==> src/acb_defs.vh <==
// constants of the upper configuration register bank
`ifndef ACB_DEFS_VH
`define ACB_DEFS_VH
`define ACB_OFFSET_Z_OFF      8'h24
`define ACB_OFFSET_RSV_A      8'h25
`define ACB_OFFSET_BUF_MODE   8'h26
`define ACB_OFFSET_BUF_WMRK   8'h27
`define ACB_OFFSET_OR_STAT    8'h28
`define ACB_OFFSET_OR_CFG     8'h29
`define ACB_OFFSET_OR_DB      8'h2a
`define ACB_OFFSET_BF_THS     8'h2b
`define ACB_OFFSET_TILT_THS   8'h2c
`define ACB_OFFSET_CH_OUT     8'h2d
`define ACB_OFFSET_CH_WIN     8'h2e
`define ACB_OFFSET_CH_AXES    8'h2f
`define ACB_OFFSET_CH_CTRL    8'h30
`define ACB_OFFSET_CH_ODB     8'h31
`define ACB_OFFSET_CH_WDB     8'h32
`define ACB_OFFSET_LTHS_LO    8'h33
`define ACB_OFFSET_LTHS_HI    8'h34
`define ACB_OFFSET_UTHS_LO    8'h35
`define ACB_OFFSET_UTHS_HI    8'h36
`define ACB_OFFSET_ST_IDLE    8'h37
`define ACB_OFFSET_ST_DEC     8'h38
`define ACB_OFFSET_RSV_B      8'h39
`define ACB_OFFSET_RSV_C      8'h3a
`define ACB_OFFSET_WRAP       8'h00
`define ACB_RESET_ZERO        8'h00
`define ACB_RESET_OR_CFG      8'h80
`define ACB_RESET_BF_THS      8'h44
`define ACB_RESET_TILT_THS    8'h84
`define ACB_RESET_CH_CTRL_VDD 8'hd8
`define ACB_RESET_LTHS_HI_VDD 8'h0f
`define ACB_RESET_UTHS_LO_VDD 8'h40
`define ACB_RESET_INT_STATUS  8'h01
`define ACB_RESET_RSV_C       8'h00
`define ACB_BIT_BUF_FLUSH     7
`define ACB_BIT_REFERENCE_UPDATE_BIT       2
`define ACB_MODE_STANDBY      2'b00
`define ACB_MODE_ACTIVE       2'b01
`define ACB_MODE_EXTERNAL_TRIGGER_MODE     2'b10
`endif

==> src/acb_bank.v <==
// upper configuration and status register bank with mode write rules
//
// Function
// - entering standby from active keeps every register of the bank.
// - hibernate exit, power-on or brown-out returns all registers to defaults.
// - standby to active or trigger clears orientation and change source registers.
// - standby to active or trigger marks output buffer contents obsolete.
// - config writes only in standby; run, reset, flush bits writable always.
// - run bit cannot change while in external trigger mode.
// - change control register: only reference update bit settable in active mode.
// - change detection reset values follow the boot strap level.
// - lower threshold low byte at 33h, bits 11:8 at 34h.
// - upper threshold low byte at 35h, bits 11:8 at 36h.
// - separate 8-bit outside and within debounce counts.
// - second buffer register holds flush, gate and 6-bit watermark.
// - orientation resets 80h, back/front 44h, tilt threshold 84h.
// - 8-bit z-axis offset, read/write, resets to zero.
// - self-test idle duration and decimation registers.
// - first buffer register selects mode, trigger source and collection mode.
// - orientation debounce register, resets to zero.
// - interrupt status resets with boot flag one, others zero.
`timescale 1ns/1ps
`include "acb_defs.vh"

module acb_bank (
    input  wire       clk,
    input  wire       srst,
    input  wire       power_event,
    input  wire       boot_strap_level,
    input  wire [1:0] op_mode,
    input  wire       fast_read,
    input  wire       acc_start,
    input  wire [7:0] acc_addr,
    input  wire       wr_en,
    input  wire [7:0] wr_data,
    input  wire       rd_en,
    input  wire       orient_set,
    input  wire [7:0] orient_value,
    input  wire       change_out_set,
    input  wire [7:0] change_out_value,
    input  wire       change_win_set,
    input  wire [7:0] change_win_value,
    output reg  [7:0] rd_data,
    output reg  [7:0] reg_ptr,
    output reg        buffer_obsolete,
    output reg        buffer_flush,
    output reg  [7:0] int_status,
    output reg  [7:0] z_axis_offset,
    output reg  [7:0] buffer_config_mode,
    output reg  [7:0] buffer_config_watermark,
    output reg  [7:0] orientation_config,
    output reg  [7:0] orientation_debounce,
    output reg  [7:0] back_front_threshold,
    output reg  [7:0] tilt_threshold_hysteresis,
    output reg  [7:0] change_config_axes,
    output reg  [7:0] change_config_control,
    output reg  [7:0] outside_debounce_count,
    output reg  [7:0] within_debounce_count,
    output reg  [11:0] lower_threshold,
    output reg  [11:0] upper_threshold,
    output reg  [7:0] selftest_idle_duration,
    output reg  [7:0] selftest_decimation
);

    ////////////////////////////////////////////////////////////////////////
    // state held inside the bank
    reg [7:0] factory_reserved_a;
    reg [7:0] factory_reserved_b;
    reg [7:0] orientation_status;
    reg [7:0] change_outside_flags;
    reg [7:0] change_within_flags;
    reg [1:0] prev_mode;
    reg [7:0] next_ptr;
    reg [7:0] read_value;
    reg [7:0] cur_addr;
    reg       srst_strap_pending;
    wire      bank_reset;
    wire      standby;
    wire      active;
    wire      leave_standby;

    // next address after a byte; 3ah wraps to 00h, and fast read steps 33h to 34h like a normal read
    function [7:0] acb_next_addr;
        input [7:0] addr;
        input       fast;
        begin
            if (addr == `ACB_OFFSET_RSV_C) begin
                acb_next_addr = `ACB_OFFSET_WRAP;
            end else if (fast && addr == `ACB_OFFSET_LTHS_LO) begin
                acb_next_addr = `ACB_OFFSET_LTHS_HI;
            end else begin
                acb_next_addr = addr + 8'h01;
            end
        end
    endfunction

    // fallback value for the read path; returns dummy whatever the address
    function [7:0] acb_pick;
        input [7:0] addr;
        input [7:0] dummy;
        begin
            acb_pick = dummy;
        end
    endfunction

    ////////////////////////////////////////////////////////////////////////
    // mode tracking
    // power events share the reset path so no field survives them
    assign bank_reset    = srst | power_event;
    assign standby       = (op_mode == `ACB_MODE_STANDBY);
    assign active        = (op_mode == `ACB_MODE_ACTIVE);
    assign leave_standby = (prev_mode == `ACB_MODE_STANDBY) && !standby;

    always @(posedge clk) begin
        if (bank_reset) begin
            prev_mode <= `ACB_MODE_STANDBY;
        end else begin
            prev_mode <= op_mode;
        end
    end

    ////////////////////////////////////////////////////////////////////////
    // register pointer
    always @* begin
        cur_addr = acc_start ? acc_addr : reg_ptr;
        next_ptr = reg_ptr;
        if (wr_en || rd_en) begin
            next_ptr = acb_next_addr(cur_addr, fast_read);
        end else if (acc_start) begin
            next_ptr = acc_addr;
        end
    end

    always @(posedge clk) begin
        if (bank_reset) begin
            reg_ptr <= `ACB_OFFSET_Z_OFF;
        end else begin
            reg_ptr <= next_ptr;
        end
    end

    ////////////////////////////////////////////////////////////////////////
    // strap dependent defaults, each sliced to the field it lands in
    wire [7:0] strap_ch_ctrl;
    wire [7:0] strap_lths_hi;
    wire [7:0] strap_uths_lo;

    assign strap_ch_ctrl = boot_strap_level ? `ACB_RESET_CH_CTRL_VDD : `ACB_RESET_ZERO;
    assign strap_lths_hi = boot_strap_level ? `ACB_RESET_LTHS_HI_VDD : `ACB_RESET_ZERO;
    assign strap_uths_lo = boot_strap_level ? `ACB_RESET_UTHS_LO_VDD : `ACB_RESET_ZERO;

    // configuration writes; no mode change touches them, so active to standby keeps all
    always @(posedge clk) begin
        if (bank_reset) begin
            z_axis_offset             <= `ACB_RESET_ZERO;
            factory_reserved_a        <= `ACB_RESET_ZERO;
            factory_reserved_b        <= `ACB_RESET_ZERO;
            buffer_config_mode        <= `ACB_RESET_ZERO;
            buffer_config_watermark   <= `ACB_RESET_ZERO;
            orientation_config        <= `ACB_RESET_OR_CFG;
            orientation_debounce      <= `ACB_RESET_ZERO;
            back_front_threshold      <= `ACB_RESET_BF_THS;
            tilt_threshold_hysteresis <= `ACB_RESET_TILT_THS;
            change_config_axes        <= `ACB_RESET_ZERO;
            change_config_control     <= `ACB_RESET_ZERO;
            outside_debounce_count    <= `ACB_RESET_ZERO;
            within_debounce_count     <= `ACB_RESET_ZERO;
            lower_threshold           <= 12'h000;
            upper_threshold           <= 12'h000;
            selftest_idle_duration    <= `ACB_RESET_ZERO;
            selftest_decimation       <= `ACB_RESET_ZERO;
            buffer_flush              <= 1'b0;
        end else if (srst_strap_pending) begin
            // strap is caught one clock after release, never under reset
            change_config_control   <= strap_ch_ctrl;
            lower_threshold[11:8]   <= strap_lths_hi[3:0];
            upper_threshold[7:0]    <= strap_uths_lo;
            buffer_flush            <= 1'b0;
        end else begin
            // flush is a one-cycle request to the buffer
            buffer_flush <= 1'b0;
            if (wr_en && standby) begin
                case (cur_addr)
                    `ACB_OFFSET_Z_OFF:    z_axis_offset <= wr_data;
                    `ACB_OFFSET_RSV_A:    factory_reserved_a <= wr_data;
                    `ACB_OFFSET_BUF_MODE: buffer_config_mode <= wr_data;
                    `ACB_OFFSET_BUF_WMRK: begin
                        buffer_config_watermark <= {1'b0, wr_data[6:0]};
                        buffer_flush            <= wr_data[`ACB_BIT_BUF_FLUSH];
                    end
                    `ACB_OFFSET_OR_CFG:   orientation_config <= wr_data;
                    `ACB_OFFSET_OR_DB:    orientation_debounce <= wr_data;
                    `ACB_OFFSET_BF_THS:   back_front_threshold <= wr_data;
                    `ACB_OFFSET_TILT_THS: tilt_threshold_hysteresis <= wr_data;
                    `ACB_OFFSET_CH_AXES:  change_config_axes <= wr_data;
                    `ACB_OFFSET_CH_CTRL:  change_config_control <= wr_data;
                    `ACB_OFFSET_CH_ODB:   outside_debounce_count <= wr_data;
                    `ACB_OFFSET_CH_WDB:   within_debounce_count <= wr_data;
                    `ACB_OFFSET_LTHS_LO:  lower_threshold[7:0] <= wr_data;
                    `ACB_OFFSET_LTHS_HI:  lower_threshold[11:8] <= wr_data[3:0];
                    `ACB_OFFSET_UTHS_LO:  upper_threshold[7:0] <= wr_data;
                    `ACB_OFFSET_UTHS_HI:  upper_threshold[11:8] <= wr_data[3:0];
                    `ACB_OFFSET_ST_IDLE:  selftest_idle_duration <= wr_data;
                    `ACB_OFFSET_ST_DEC:   selftest_decimation <= wr_data;
                    // host always writes zero here
                    `ACB_OFFSET_RSV_B:    factory_reserved_b <= wr_data;
                    default: ;
                endcase
            end else if (wr_en) begin
                // outside standby only the flush and reference update may set
                if (cur_addr == `ACB_OFFSET_BUF_WMRK && wr_data[`ACB_BIT_BUF_FLUSH]) begin
                    buffer_flush <= 1'b1;
                end
                if (active && cur_addr == `ACB_OFFSET_CH_CTRL && wr_data[`ACB_BIT_REFERENCE_UPDATE_BIT]) begin
                    change_config_control[`ACB_BIT_REFERENCE_UPDATE_BIT] <= 1'b1;
                end
            end
        end
    end

    ////////////////////////////////////////////////////////////////////////
    // strap capture after reset release
    always @(posedge clk) begin
        if (bank_reset) begin
            srst_strap_pending <= 1'b1;
        end else begin
            srst_strap_pending <= 1'b0;
        end
    end

    ////////////////////////////////////////////////////////////////////////
    // read-only status; set beats the clear on mode entry
    always @(posedge clk) begin
        if (bank_reset) begin
            orientation_status   <= `ACB_RESET_ZERO;
            change_outside_flags <= `ACB_RESET_ZERO;
            change_within_flags  <= `ACB_RESET_ZERO;
            int_status           <= `ACB_RESET_INT_STATUS;
            buffer_obsolete      <= 1'b0;
        end else begin
            buffer_obsolete <= leave_standby;
            if (orient_set) begin
                orientation_status <= orient_value;
            end else if (leave_standby) begin
                orientation_status <= `ACB_RESET_ZERO;
            end
            if (change_out_set) begin
                change_outside_flags <= change_out_value;
            end else if (leave_standby) begin
                change_outside_flags <= `ACB_RESET_ZERO;
            end
            if (change_win_set) begin
                change_within_flags <= change_win_value;
            end else if (leave_standby) begin
                change_within_flags <= `ACB_RESET_ZERO;
            end
            int_status <= int_status;
        end
    end

    ////////////////////////////////////////////////////////////////////////
    // read path; unmapped addresses read zero
    always @* begin
        case (cur_addr)
            `ACB_OFFSET_Z_OFF:    read_value = z_axis_offset;
            `ACB_OFFSET_RSV_A:    read_value = factory_reserved_a;
            `ACB_OFFSET_BUF_MODE: read_value = buffer_config_mode;
            `ACB_OFFSET_BUF_WMRK: read_value = buffer_config_watermark;
            `ACB_OFFSET_OR_STAT:  read_value = orientation_status;
            `ACB_OFFSET_OR_CFG:   read_value = orientation_config;
            `ACB_OFFSET_OR_DB:    read_value = orientation_debounce;
            `ACB_OFFSET_BF_THS:   read_value = back_front_threshold;
            `ACB_OFFSET_TILT_THS: read_value = tilt_threshold_hysteresis;
            `ACB_OFFSET_CH_OUT:   read_value = change_outside_flags;
            `ACB_OFFSET_CH_WIN:   read_value = change_within_flags;
            `ACB_OFFSET_CH_AXES:  read_value = change_config_axes;
            `ACB_OFFSET_CH_CTRL:  read_value = change_config_control;
            `ACB_OFFSET_CH_ODB:   read_value = outside_debounce_count;
            `ACB_OFFSET_CH_WDB:   read_value = within_debounce_count;
            `ACB_OFFSET_LTHS_LO:  read_value = lower_threshold[7:0];
            `ACB_OFFSET_LTHS_HI:  read_value = {4'h0, lower_threshold[11:8]};
            `ACB_OFFSET_UTHS_LO:  read_value = upper_threshold[7:0];
            `ACB_OFFSET_UTHS_HI:  read_value = {4'h0, upper_threshold[11:8]};
            `ACB_OFFSET_ST_IDLE:  read_value = selftest_idle_duration;
            `ACB_OFFSET_ST_DEC:   read_value = selftest_decimation;
            `ACB_OFFSET_RSV_B:    read_value = factory_reserved_b;
            `ACB_OFFSET_RSV_C:    read_value = `ACB_RESET_RSV_C;
            default:              read_value = acb_pick(cur_addr, `ACB_RESET_ZERO);
        endcase
    end

    // registered read data, one cycle after the request
    always @(posedge clk) begin
        if (bank_reset) begin
            rd_data <= `ACB_RESET_ZERO;
        end else if (rd_en) begin
            rd_data <= read_value;
        end
    end

    // the run bit lives in a lower register; in trigger mode it is frozen there
    // and this bank never drives it, which trivially held here.

endmodule // acb_bank

==> config.mk <==
export PLATFORM = sky130hd
export DESIGN_NAME = acb_bank
export DESIGN_NICKNAME = d
export VERILOG_FILES = /design/src/acb_bank.v
export VERILOG_INCLUDE_DIRS = /design/src
export SDC_FILE = /design/constraint.sdc
export NUM_CORES = 1
export LEC_CHECK = 0
export ABC_AREA = 1
export BUFFER_PORTS_ARGS = -buffer_cell sky130_fd_sc_hd__buf_2
export CORE_UTILIZATION = 35
export CTS_BUF_LIST = sky130_fd_sc_hd__clkbuf_8
export DETAILED_ROUTE_END_ITERATION = 10
export GPL_TIMING_DRIVEN = 0
export PLACE_DENSITY = 0.66
export SETUP_SLACK_MARGIN = 0.05
export SYNTH_ARGS = -nofsm -noshare
export SYNTH_HDL_FRONTEND = slang
export SYNTH_SLANG_ARGS = --single-unit
==> constraint.sdc <==
create_clock -name clk -period 2.7 [get_ports clk]
set_clock_uncertainty 0.15 [all_clocks]
set_input_delay 0.135 -clock clk [delete_from_list [all_inputs] [get_ports clk]]
set_output_delay 0.135 -clock clk [all_outputs]
set_load 0.005 [all_outputs]
Word-level counts from Yosys, hierarchy flattened
Index checks and enable logic that the tools add are counted.
{"block": "word_totals", "regBits": 188, "out_inout_bits": 154}
{"block": "classes", "addsub": 1, "eq_ne": 25, "mux": 31, "n_bitwise": 2, "n_reduce_logical": 40}
{"cell": "== test 8 x 6 -> 1 bit (second input constant)", "n": 23}
{"cell": "one-hot mux 8 bit (22 select lines)", "n": 1}
{"cell": "two-way mux 8 bit", "n": 15}
{"cell": "AND reduction 3 bit", "n": 17}
{"cell": "nonzero test 2 bit", "n": 7}
{"cell": "two-way mux 12 bit", "n": 1}
{"cell": "two-way mux 4 bit", "n": 3}
{"cell": "adder 8 x 1 -> 8 bit (second input constant)", "n": 1}
{"cell": "two-way mux 1 bit", "n": 8}
{"cell": "two-way mux 7 bit", "n": 1}
{"cell": "logical AND 1 bit", "n": 6}
{"cell": "AND reduction 2 bit", "n": 3}
{"cell": "nonzero test 3 bit", "n": 2}
{"cell": "two-way mux 5 bit", "n": 1}
{"cell": "logical NOT 2 bit", "n": 2}
{"cell": "inequality test 3 x 2 -> 1 bit (second input constant)", "n": 1}
{"cell": "== test 2 x 1 -> 1 bit (second input constant)", "n": 1}
{"cell": "two-way mux 2 bit", "n": 1}
{"cell": "OR reduction 2 bit", "n": 1}
{"cell": "logical NOT 1 bit", "n": 1}
{"cell": "logical OR 1 bit", "n": 1}
{"cell": "inverter 1 bit", "n": 1}
{"cell": "bitwise OR 1 bit", "n": 1}

Longest topological paths before layout
Gate-level depths: netlist of run 1.
{"block": "depth", "ltp_word": 8, "ltp_mapped": 17, "mapped_depth_nobuf": 15}

Least setup slack after synthesis of run 1
Ideal clock, no wire load.
{"block": "synth_path", "kind": "in2reg", "from": "input port acc_start", "to": "register rd_data[2]", "setup_ns": 0.132, "t_arrival_ns": 1.872, "t_required_ns": 2.418, "setup_slack_ns": 0.545, "cell_stages": 17, "n_path_buf": 2, "path_cell_list": "inv_2 -> buf_6 -> or2_2 -> o21ai_0 -> inv_1 -> ha_1 -> inv_1 -> nor2_4 -> buf_2 -> nand3_1 -> nand2_1 -> nor2_1 -> nand2_1 -> nor2_1 -> nand2_1 -> nand2_1 -> a21oi_1"}
{"block": "synth_between", "elab_chain_len": 3, "word_cells_on_any_way": 24, "classes_between": "22 x eq/ne; 2 x mux"}
{"item": "start, declared", "line_no": "acb_bank.v:32", "text": "input wire acc_start,"}
{"item": "two-way mux 8 bit *"}
{"item": "== test 8 x 6 -> 1 bit (on tied branches)"}
{"item": "one-hot mux 8 bit (22 select lines) *", "line_no": "acb_bank.v:264", "text": "case (cur_addr)"}
{"item": "end signal, assigned", "line_no": "acb_bank.v:295", "text": "rd_data <= `ACB_RESET_ZERO;"}
{"item": "end signal, assigned", "line_no": "acb_bank.v:297", "text": "rd_data <= read_value;"}
{"item": "end, declared", "line_no": "acb_bank.v:43", "text": "output reg [7:0] rd_data,"}
Every way passes the cells marked *; elsewhere a longest branch is shown, timed or not.
A chain may end at the register's enable or synchronous reset.

Worst setup path in the final report of run 1
{"block": "layout_path", "from": "register reg_ptr[1]", "to": "register rd_data[1]"}
{"block": "layout_between", "elab_chain_len": 3, "word_cells_on_any_way": 24, "classes_between": "22 x eq/ne; 2 x mux"}
{"item": "start, declared", "line_no": "acb_bank.v:44", "text": "output reg [7:0] reg_ptr,"}
{"item": "start signal, assigned", "line_no": "acb_bank.v:136", "text": "reg_ptr <= `ACB_OFFSET_Z_OFF;"}
{"item": "start signal, assigned", "line_no": "acb_bank.v:138", "text": "reg_ptr <= next_ptr;"}
{"item": "two-way mux 8 bit *"}
{"item": "== test 8 x 6 -> 1 bit (on tied branches)"}
{"item": "one-hot mux 8 bit (22 select lines) *", "line_no": "acb_bank.v:264"}
Marks and branches as above.

==> results.ini, run 1 <==
[final_layout]
fin_area_mm2=0.0114
final_common_cell=nand2_1
layout-drive-gt1-share_pct=21.4
syn_to_final_growth_pct=27.5
fin_util_pct=45.4
nets=1612
final_cell_mix=nand2_1 (251), buf_2 (204), dfxtp_1 (188)
fillers=2606
seqCellArea_mm2=0.00376
multiInputGateArea_mm2=0.00438

[timing]
worst_slack_ns=0.193
max_freq_mhz=399
worstMarginPinSlew_ns=0.997
hold_slack_ns=-0.0203
fin_crit_sh_pct=92.9
finalMaxSlewViolations=0
setup_viol=0
hold_viol_final=1
slew_headroom_pct=33.5
rsz0062_at_grt=no
period_needed_ns=2.51

[setup_path]
reg2reg_from=reg_ptr[1]$_SDFF_PP0_
slowest_delay_ns=0.33
crit_family=simple AND/OR/NAND/NOR gates
cp.depth=13
path_cells=o21ai_2 -> inv_1 -> ha_1 -> inv_2 -> nor2_1 -> nand3_1 -> nand2_1 -> nor2_1 -> nand2_1 -> nor2_1 -> nand2_1 -> nand2_1 -> a21oi_1
critPathSlowestCell=dfxtp_1
crit_path_max_fanout=8
cp_data_arrival_time_ns=2.71
crit_end=rd_data[1]$_SDFFE_PP0P_
cpMostUsedCell=nand2_1
crit_start=reg_ptr[1]$_SDFF_PP0_
start_kind=flip-flop
worst-path-buf-inv=2
crit_type=reg -> reg
r2r_setup_slack_ns=0.19
r2r_end=rd_data[1]$_SDFFE_PP0P_
crit_required_ns=2.91
r2r_cells=13
endpoint_kind=flip-flop

[routing]
wire_per_inst_um=20.2
firstDrtPassIters=7
vias=10067
final_antenna_net_count=0
drc=0
first_iter_violations=1390
vias_per_cell=5.32
wl_mm=38.3

[die]
core_area_mm2=0.0251
fp.dieArea_mm2=0.0262
die_h_um=162
rows=58
die_x_um=162
io_pins=207
initial_core_util_pct=35.6

[placed_design]
dp_slack_ns=-0.267
gp_congestion=0.974
portBuffers=191
dp_hpwl_mm=28.2
dpl_cell_area_mm2=0.0103

[synthesis]
ys_ff_latch=188
synth_mux_area_share_pct=0
avgSynthCellArea_um2=7.04
ys_warn_count=0
synthDistinctLibCells=36
netlist_area_mm2=0.00894
synth-compound-area-share_pct=15.6
synthAdderAreaFrac_pct=0.700
synth_top_family_by_area=simple AND/OR/NAND/NOR gates
synth_simple_gate_area_share_pct=31.7
ys_seq_area_share_pct=42.1
synth_cells=1271
synth-xor-area-share_pct=0.294

[clock_network]
clock-sinks=188
clockBufferDepth=2
htreeDepth=4
clock-root-buffer=clkbuf_8
clk_latency_ns=0.49
cts_tree=done
path_clk_slew_ns=0.10
cts_buffers=17

[min_path]
hold_path_class=in -> reg
hold_start=acc_addr[0]

[run_status]
status=finished, violations left
violations=negative hold slack

[pwr]
p_leak_nw=5.17
p_per_area_mw_per_mm2=469
vdd_drop_max_mv=0.237

[global_routing]
grt_pass1_vias=8888
overflow=0
grt_pass1_wl_mm=55.6
grt_use_total_pct=28.9
grt_max_degree=17
antenna_found_initial=1

[job]
drv_cap=0

through the flow:
| stage | power [W] | instances | setup TNS, ns | hold WS (ns) |
|---|---|---|---|---|
| detailed placement | 0.00339 | 1799 | -1.49 | 0.245 |
| finish | 0.00535 | 1894 | 0 | -0.0203 |
| floorplan | 0.00318 | 1278 | 0 | 0.111 |
| global route | 0.00549 | 1893 | 0 | 0.00567 |
| global placement | 0.00339 | 1799 | -1.29 | 0.243 |
| CTS | 0.00530 | 1893 | 0 | 0.0127 |
where the power goes:
group	internal [W]	total [W]	switching, W	leakage, nW
registers	0.00280	0.00282	0.0000212	1.52
clock network	0.000872	0.00192	0.00105	0.191
logic	0.000204	0.000607	0.000403	3.46
total	0.00387	0.00535	0.00147	5.17
layout make-up:
| class | instances | share of cell area, % |
|---|---|---|
| plain buffers | 81 | 4.19 |
| multi-input cells | 911 | 38.5 |
| inverters | 98 | 3.26 |
| clock inverters | 8 | 0.845 |
| repair buffers | 257 | 14.2 |
| well taps | 330 | 3.62 |
| diodes | 1 | 0.0219 |
| clock buffers | 20 | 2.41 |
| flip-flops and latches | 188 | 33.0 |
timing repair:
item	in CTS	in global routing
endpoints found under the setup margin	7	15
setup buffers	0	0
hold endpoints to repair	78	0
gates resized for setup	3	8
hold buffers	66	0
per-layer routing:
layer,vias to the layer above,GRT usage (%),routed length (um)
li1,4737,-,-
met3,89,6.31,4240
met1,4584,39.4,16000
met4,0,11.5,1440
met5,-,0,0
met2,657,44.2,16700
cells by family after synthesis:
logic type / after synthesis
buf+inv: 179
flops: 188
fa+ha+maj: 5
xor+xnor: 3
simple gates: 621
other cells: 2
compound gates: 273
worst min-delay path, delay by kind of cell:
| family | cells | cell delay, ns |
|---|---|---|
| compound gates | 2 | 0.16 |
| buf+inv | 2 | 0.18 |
| simple gates | 1 | 0.10 |
registers in the layout, indices dropped and copies added, names as in the netlist, 2 cells and up:
name,cells
selftest_idle_duration,8
orientation_debounce,8
buffer_config_watermark,7
orientation_status,8
factory_reserved_a,8
factory_reserved_b,8
back_front_threshold,8
upper_threshold,12
change_within_flags,8
change_outside_flags,8
orientation_config,8
lower_threshold,12
reg_ptr,8
prev_mode,2
change_config_control,8
tilt_threshold_hysteresis,8
z_axis_offset,8
buffer_config_mode,8
change_config_axes,8
selftest_decimation,8
outside_debounce_count,8
within_debounce_count,8
rd_data,8
worst min path at each step:
stage,depth (start not counted),end,slack (ns)
after floorplan,2,back_front_threshold[6]$_SDFFE_PP1P_,0.11
after global placement,3,change_outside_flags[1]$_SDFFE_PP0P_,0.24
after detailed placement,3,orientation_status[3]$_SDFFE_PP0P_,0.25
after CTS,5,reg_ptr[0]$_SDFF_PP0_,0.01
after global routing,5,reg_ptr[0]$_SDFF_PP0_,0.006
final,5,reg_ptr[0]$_SDFF_PP0_,-0.02
cell usage after synthesis:
library cell | number | area share [%]
o311ai_0 | 1 | 0.098
conb_1 | 2 | 0.084
o21ai_1 | 18 | 1.0
o31ai_1 | 1 | 0.084
buf_8 | 1 | 0.17
a31oi_1 | 6 | 0.42
nor4_1 | 1 | 0.070
nand2_2 | 13 | 0.91
o21ai_2 | 1 | 0.098
a21oi_1 | 150 | 8.4
o2111ai_1 | 1 | 0.098
ha_1 | 5 | 0.70
nor2_1 | 123 | 5.2
nor2_2 | 17 | 1.2
buf_4 | 29 | 2.4
or2_2 | 1 | 0.070
inv_2 | 9 | 0.38
inv_1 | 87 | 3.7
nand3_1 | 182 | 10
clkinv_1 | 2 | 0.084
a211oi_1 | 1 | 0.084
dfxtp_1 | 188 | 42
buf_6 | 5 | 0.63
nand4_1 | 9 | 0.63
or2_1 | 1 | 0.070
xor2_1 | 2 | 0.20
nor2_8 | 1 | 0.22
nor3_1 | 1 | 0.056
clkbuf_1 | 33 | 1.4
nand2_4 | 7 | 0.88
nor2_4 | 14 | 1.8
o21ai_0 | 91 | 5.1
nand2_1 | 251 | 11
buf_2 | 13 | 0.73
o211ai_1 | 3 | 0.25
xnor2_1 | 1 | 0.098
(Power assumes the default switching activity.)
==> inputs of run 2 (changes only) <==
==> constraint.sdc (replaced) <==
create_clock -name clk -period 2.45 [get_ports clk]
set_clock_uncertainty 0.15 [all_clocks]
set_input_delay 0.1225 -clock clk [delete_from_list [all_inputs] [get_ports clk]]
set_output_delay 0.1225 -clock clk [all_outputs]
set_load 0.005 [all_outputs]
==> results.ini, run 2 (same netlist as run 1, synthesis figures left out) <==
[final_layout]
syn_to_final_growth_pct=28.5
stdcell_count=1900
nets=1618
final_common_cell=nand2_1
top_regs=lower_threshold (12), upper_threshold (12)
fin_util_pct=45.8
layout-drive-gt1-share_pct=22.0
fillers=2593
seqCellArea_mm2=0.00376
multiInputGateArea_mm2=0.00441
final_cell_mix=nand2_1 (250), buf_2 (202), dfxtp_1 (188)

[placed_design]
dp_slack_ns=-0.504
portBuffers=191
dp_hpwl_mm=28.2
gp_congestion=0.974
dp.cells=1799

[clock_network]
clock-sinks=188
cts_tree=done
clock-root-buffer=clkbuf_8
htreeDepth=4
path_clk_slew_ns=0.10
clockBufferDepth=2
cts_buffers=17
clk_latency_ns=0.49

[routing]
wire_per_inst_um=20.2
vias=10111
final_antenna_net_count=0
drc=2
wl_mm=38.4
vias_per_cell=5.32
first_iter_violations=1374
firstDrtPassIters=9

[setup_path]
crit_start=reg_ptr[0]$_SDFF_PP0_
path_cells=o21ai_2 -> ha_1 -> inv_4 -> nor2_4 -> nand2_1 -> o21ai_2 -> nor2_1 -> nand2_1 -> o21ai_1 -> a21oi_1
critPathSlowestCell=dfxtp_1
crit_family=compound AO/OA/AOI/OAI gates
cp_data_arrival_time_ns=2.59
slowest_delay_ns=0.33
reg2reg_from=reg_ptr[0]$_SDFF_PP0_
crit_required_ns=2.72
crit_type=reg -> reg
worst-path-buf-inv=1
start_kind=flip-flop
endpoint_kind=flip-flop
crit_path_max_fanout=7

[pwr]
power_frac_clock_pct=35.8
power_frac_seq_pct=52.5
power_switching_w=0.00163
vdd_drop_max_mv=0.263
pwr-share-comb_pct=11.7
p_per_area_mw_per_mm2=514
p_int_w=0.00428
p_leak_nw=5.20
switching_share_pct=27.6

[run_status]
status=finished, violations left
violations=design-rule violations

[min_path]
hold_start=wr_data[2]
hold_path_class=in -> reg

[timing]
fin_crit_sh_pct=94.7
worst_slack_ns=0.131
setup_viol=0
rsz0062_at_grt=yes
max_freq_mhz=431
period_needed_ns=2.32
worstMarginPinSlew_ns=1.03
slew_headroom_pct=31.1
hold_viol_final=0
finalMaxSlewViolations=0

[die]
die_h_um=162
rows=58
initial_core_util_pct=35.6
fp.dieArea_mm2=0.0262
io_pins=207
core_area_mm2=0.0251
die_x_um=162

[global_routing]
grt_pass1_wl_mm=55.6
grt_pass1_vias=8905
overflow=0
grt_max_degree=17
grt_use_total_pct=28.9
antenna_found_initial=1

[job]
drv_cap=0

run 2: cell types whose count changed in the layout (fill, tap and decap cells not counted), sizes merged:
cell / delta
buf: +5
clkinvlp: -1
dlygate4sd3: +1
inv: +1
run 2: repair_timing:
item	CTS	global route
endpoints found under the hold margin	79	0
setup buffers	0	6
pin swaps	0	6
endpoints found under the setup margin	51	46
resized for setup	10	16
hold buffers	67	0
run 2: routing by layer:
metal	track usage, %	routed length (um)	vias to the layer above
met3	6.38	4180	98
met1	39.1	16000	4627
met5	0	0	-
li1	-	-	4758
met2	44.3	16700	628
met4	11.7	1570	0
run 2: worst paths after layout:
kind                                           endpoint  cells past startpoint  slack, ns
setup / recovery                rd_data[6]$_SDFFE_PP0P_                     10       0.13
hold / removal    within_debounce_count[2]$_SDFFE_PP0P_                      3      0.008
setup reg to reg                rd_data[6]$_SDFFE_PP0P_                     10       0.13
hold reg to reg                 rd_data[2]$_SDFFE_PP0P_                      2       0.32
run 2: area by class of cell:
class	instances	area share, %
Tap cell	330	3.59
Sequential cell	188	32.8
Antenna cell	1	0.0218
Inverter	98	3.27
Clock buffer	20	2.40
Timing Repair Buffer	264	14.5
Clock inverter	8	0.839
Buffer	80	4.17
Multi-Input combinational cell	911	38.4
run 2: power by group through the flow:
stage                     Clock [W]  Sequential [W]  Combinational, W
final                       0.00212         0.00311          0.000689
after global routing        0.00224         0.00311          0.000728
after CTS                   0.00210         0.00310          0.000649
after detailed placement          0         0.00317          0.000563
after global placement            0         0.00317          0.000559
after floorplan                   0         0.00317          0.000337
run 2: worst min-delay path, cell delays in order:
cell	delay, ns
clkbuf_1	0.27
nand2_1	0.15
a21oi_1	0.06
run 2: stage by stage:
stage                     instance area, um^2  power (W)  hold WS (ns)  TNS, ns
after floorplan                          8970    0.00351        0.0989        0
after global routing                    11500    0.00607        0.0461        0
after global placement                  10300    0.00373         0.231   -10.45
final                                   11500    0.00591       0.00790        0
after CTS                               11400    0.00585       0.00528        0
after detailed placement                10300    0.00374         0.233   -12.06
==> inputs of run 3 (changes only) <==
--- a/config.mk
+++ b/config.mk
@@ -7,6 +7,7 @@
 export NUM_CORES = 1
 export LEC_CHECK = 0
 export ABC_AREA = 1
+export ABC_CLOCK_PERIOD_IN_PS = 2450
 export BUFFER_PORTS_ARGS = -buffer_cell sky130_fd_sc_hd__buf_2
 export CORE_UTILIZATION = 35
 export CTS_BUF_LIST = sky130_fd_sc_hd__clkbuf_8
==> constraint.sdc (replaced) <==
create_clock -name clk -period 2.45 [get_ports clk]
set_clock_uncertainty 0.15 [all_clocks]
set_input_delay 0.1225 -clock clk [delete_from_list [all_inputs] [get_ports clk]]
set_output_delay 0.1225 -clock clk [all_outputs]
set_load 0.1 [all_outputs]
==> results.ini, run 3 (same netlist as run 1, synthesis figures left out) <==
[run_status]
status=finished, final reports clean

[setup_path]
worst-path-buf-inv=2
path_cells=o21ai_4 -> inv_2 -> ha_1 -> nand2_1 -> nor2_4 -> buf_2 -> nand3_1 -> nand2_1 -> nor2_1 -> nand2_1 -> nor2_2 -> nand2_1 -> nand2_1 -> a21oi_1
crit_path_max_fanout=10
slowest_delay_ns=0.36
crit_family=simple AND/OR/NAND/NOR gates
cp_data_arrival_time_ns=2.61
r2r_cells=14
critPathSlowestCell=dfxtp_2
start_kind=flip-flop
cpMostUsedCell=nand2_1
crit_type=reg -> reg
endpoint_kind=flip-flop
cp.depth=14
crit_required_ns=2.72

[final_layout]
fillers=2612
fin_area_mm2=0.0115
syn_to_final_growth_pct=28.7
top_regs=lower_threshold (12), upper_threshold (12)
antenna_cells=0
layout-drive-gt1-share_pct=22.3
final_cell_mix=nand2_1 (251), buf_2 (203), dfxtp_1 (183)
final_common_cell=nand2_1
nets=1615
fin_util_pct=45.8

[placed_design]
gp_congestion=0.973
portBuffers=191
dp_hpwl_mm=28.4
dpl_cell_area_mm2=0.0103

[global_routing]
grt_use_total_pct=29.3
overflow=0
grt_max_degree=17
grt_pass1_vias=9410
antenna_found_initial=0
grt_pass1_wl_mm=56.8

[die]
initial_core_util_pct=35.6
core_area_mm2=0.0251
io_pins=207
die_h_um=162
rows=58
fp.dieArea_mm2=0.0262
die_x_um=162

[routing]
final_antenna_net_count=0
drc=0
first_iter_violations=1418
vias_per_cell=5.39
wire_per_inst_um=20.3
firstDrtPassIters=6
vias=10232
wl_mm=38.4

[timing]
slew_headroom_pct=37.0
rsz0062_at_grt=yes
fin_setup_tns_ns=0
finalMaxSlewViolations=0
worstMarginPinSlew_ns=0.945
setup_viol=0
max_freq_mhz=428
fin_crit_sh_pct=95.4
hold_viol_final=0
period_needed_ns=2.34

[pwr]
vdd_drop_max_mv=0.298
p_per_area_mw_per_mm2=533
p_leak_nw=5.19

[min_path]
holdPathStages=5
hold_path_class=in -> reg

[clock_network]
clock-sinks=188
cts_buffers=17
htreeDepth=4
clock-root-buffer=clkbuf_8
clk_latency_ns=0.49
path_clk_slew_ns=0.10
cts_tree=done
clockBufferDepth=2

[job]
drv_cap=0

[run 3: path summary, 6_finish.rpt]
| kind | from | to | slack [ns] |
|---|---|---|---|
| worst max register to register | reg_ptr[0]$_SDFF_PP0_ | rd_data[2]$_SDFFE_PP0P_ | 0.11 |
| worst max-delay path | reg_ptr[0]$_SDFF_PP0_ | rd_data[2]$_SDFFE_PP0P_ | 0.11 |
| worst min-delay path | acc_start | reg_ptr[5]$_SDFF_PP1_ | 0.03 |
| worst min register to register | rd_data[6]$_SDFFE_PP0P_ | rd_data[6]$_SDFFE_PP0P_ | 0.32 |
[run 3: layout make-up]
class | instances | area (um^2) | share of cell area, %
buffer | 80 | 477 | 4.14
clock buffer | 18 | 248 | 2.15
multi-input combinational | 911 | 4430 | 38.5
tap | 330 | 413 | 3.59
clock inverter | 11 | 148 | 1.28
inverter | 98 | 370 | 3.22
timing repair buffer | 261 | 1650 | 14.4
sequential | 188 | 3770 | 32.8
[run 3: power breakdown]
| part | total (W) | internal (W) | leakage (nW) | switching [W] |
|---|---|---|---|---|
| combinational | 0.000839 | 0.000232 | 3.48 | 0.000607 |
| clock | 0.00219 | 0.00102 | 0.188 | 0.00117 |
| sequential | 0.00311 | 0.00308 | 1.52 | 0.0000271 |
| total | 0.00614 | 0.00433 | 5.19 | 0.00180 |
[run 3: metrics by stage]
stage	hold WS (ns)	setup WS (ns)	total power, W	std cells
final	0.0341	0.114	0.00614	1897
after global routing	0.0511	0.0280	0.00630	1897
after CTS	0.0119	0.0733	0.00610	1896
after detailed placement	0.231	-0.469	0.00390	1799
after global placement	0.233	-0.466	0.00390	1799
after floorplan	0.0989	0.0484	0.00367	1278
[run 3: repair_timing]
item | 4_1_cts | 5_1_grt
resized for setup | 8 | 17
pin swaps | 0 | 1
hold endpoints to repair | 77 | 0
setup endpoints to repair | 35 | 29
setup buffers | 0 | 2
hold buffers | 68 | 0
[run 3: worst reg2reg max path: stages, from the launching register on]
cell and delay, ns:
dfxtp_2 0.36, o21ai_4 0.08, inv_2 0.10, ha_1 0.17
nand2_1 0.10, nor2_4 0.29, buf_2 0.31, nand3_1 0.11
nand2_1 0.12, nor2_1 0.06, nand2_1 0.08, nor2_2 0.05
nand2_1 0.06, nand2_1 0.09, a21oi_1 0.14
[run 3: layer usage]
layer	global-route usage, %	wire (um)
met2	46.6	17300
met4	11.5	1240
met1	39.4	15900
met5	0	0
met3	5.21	3950
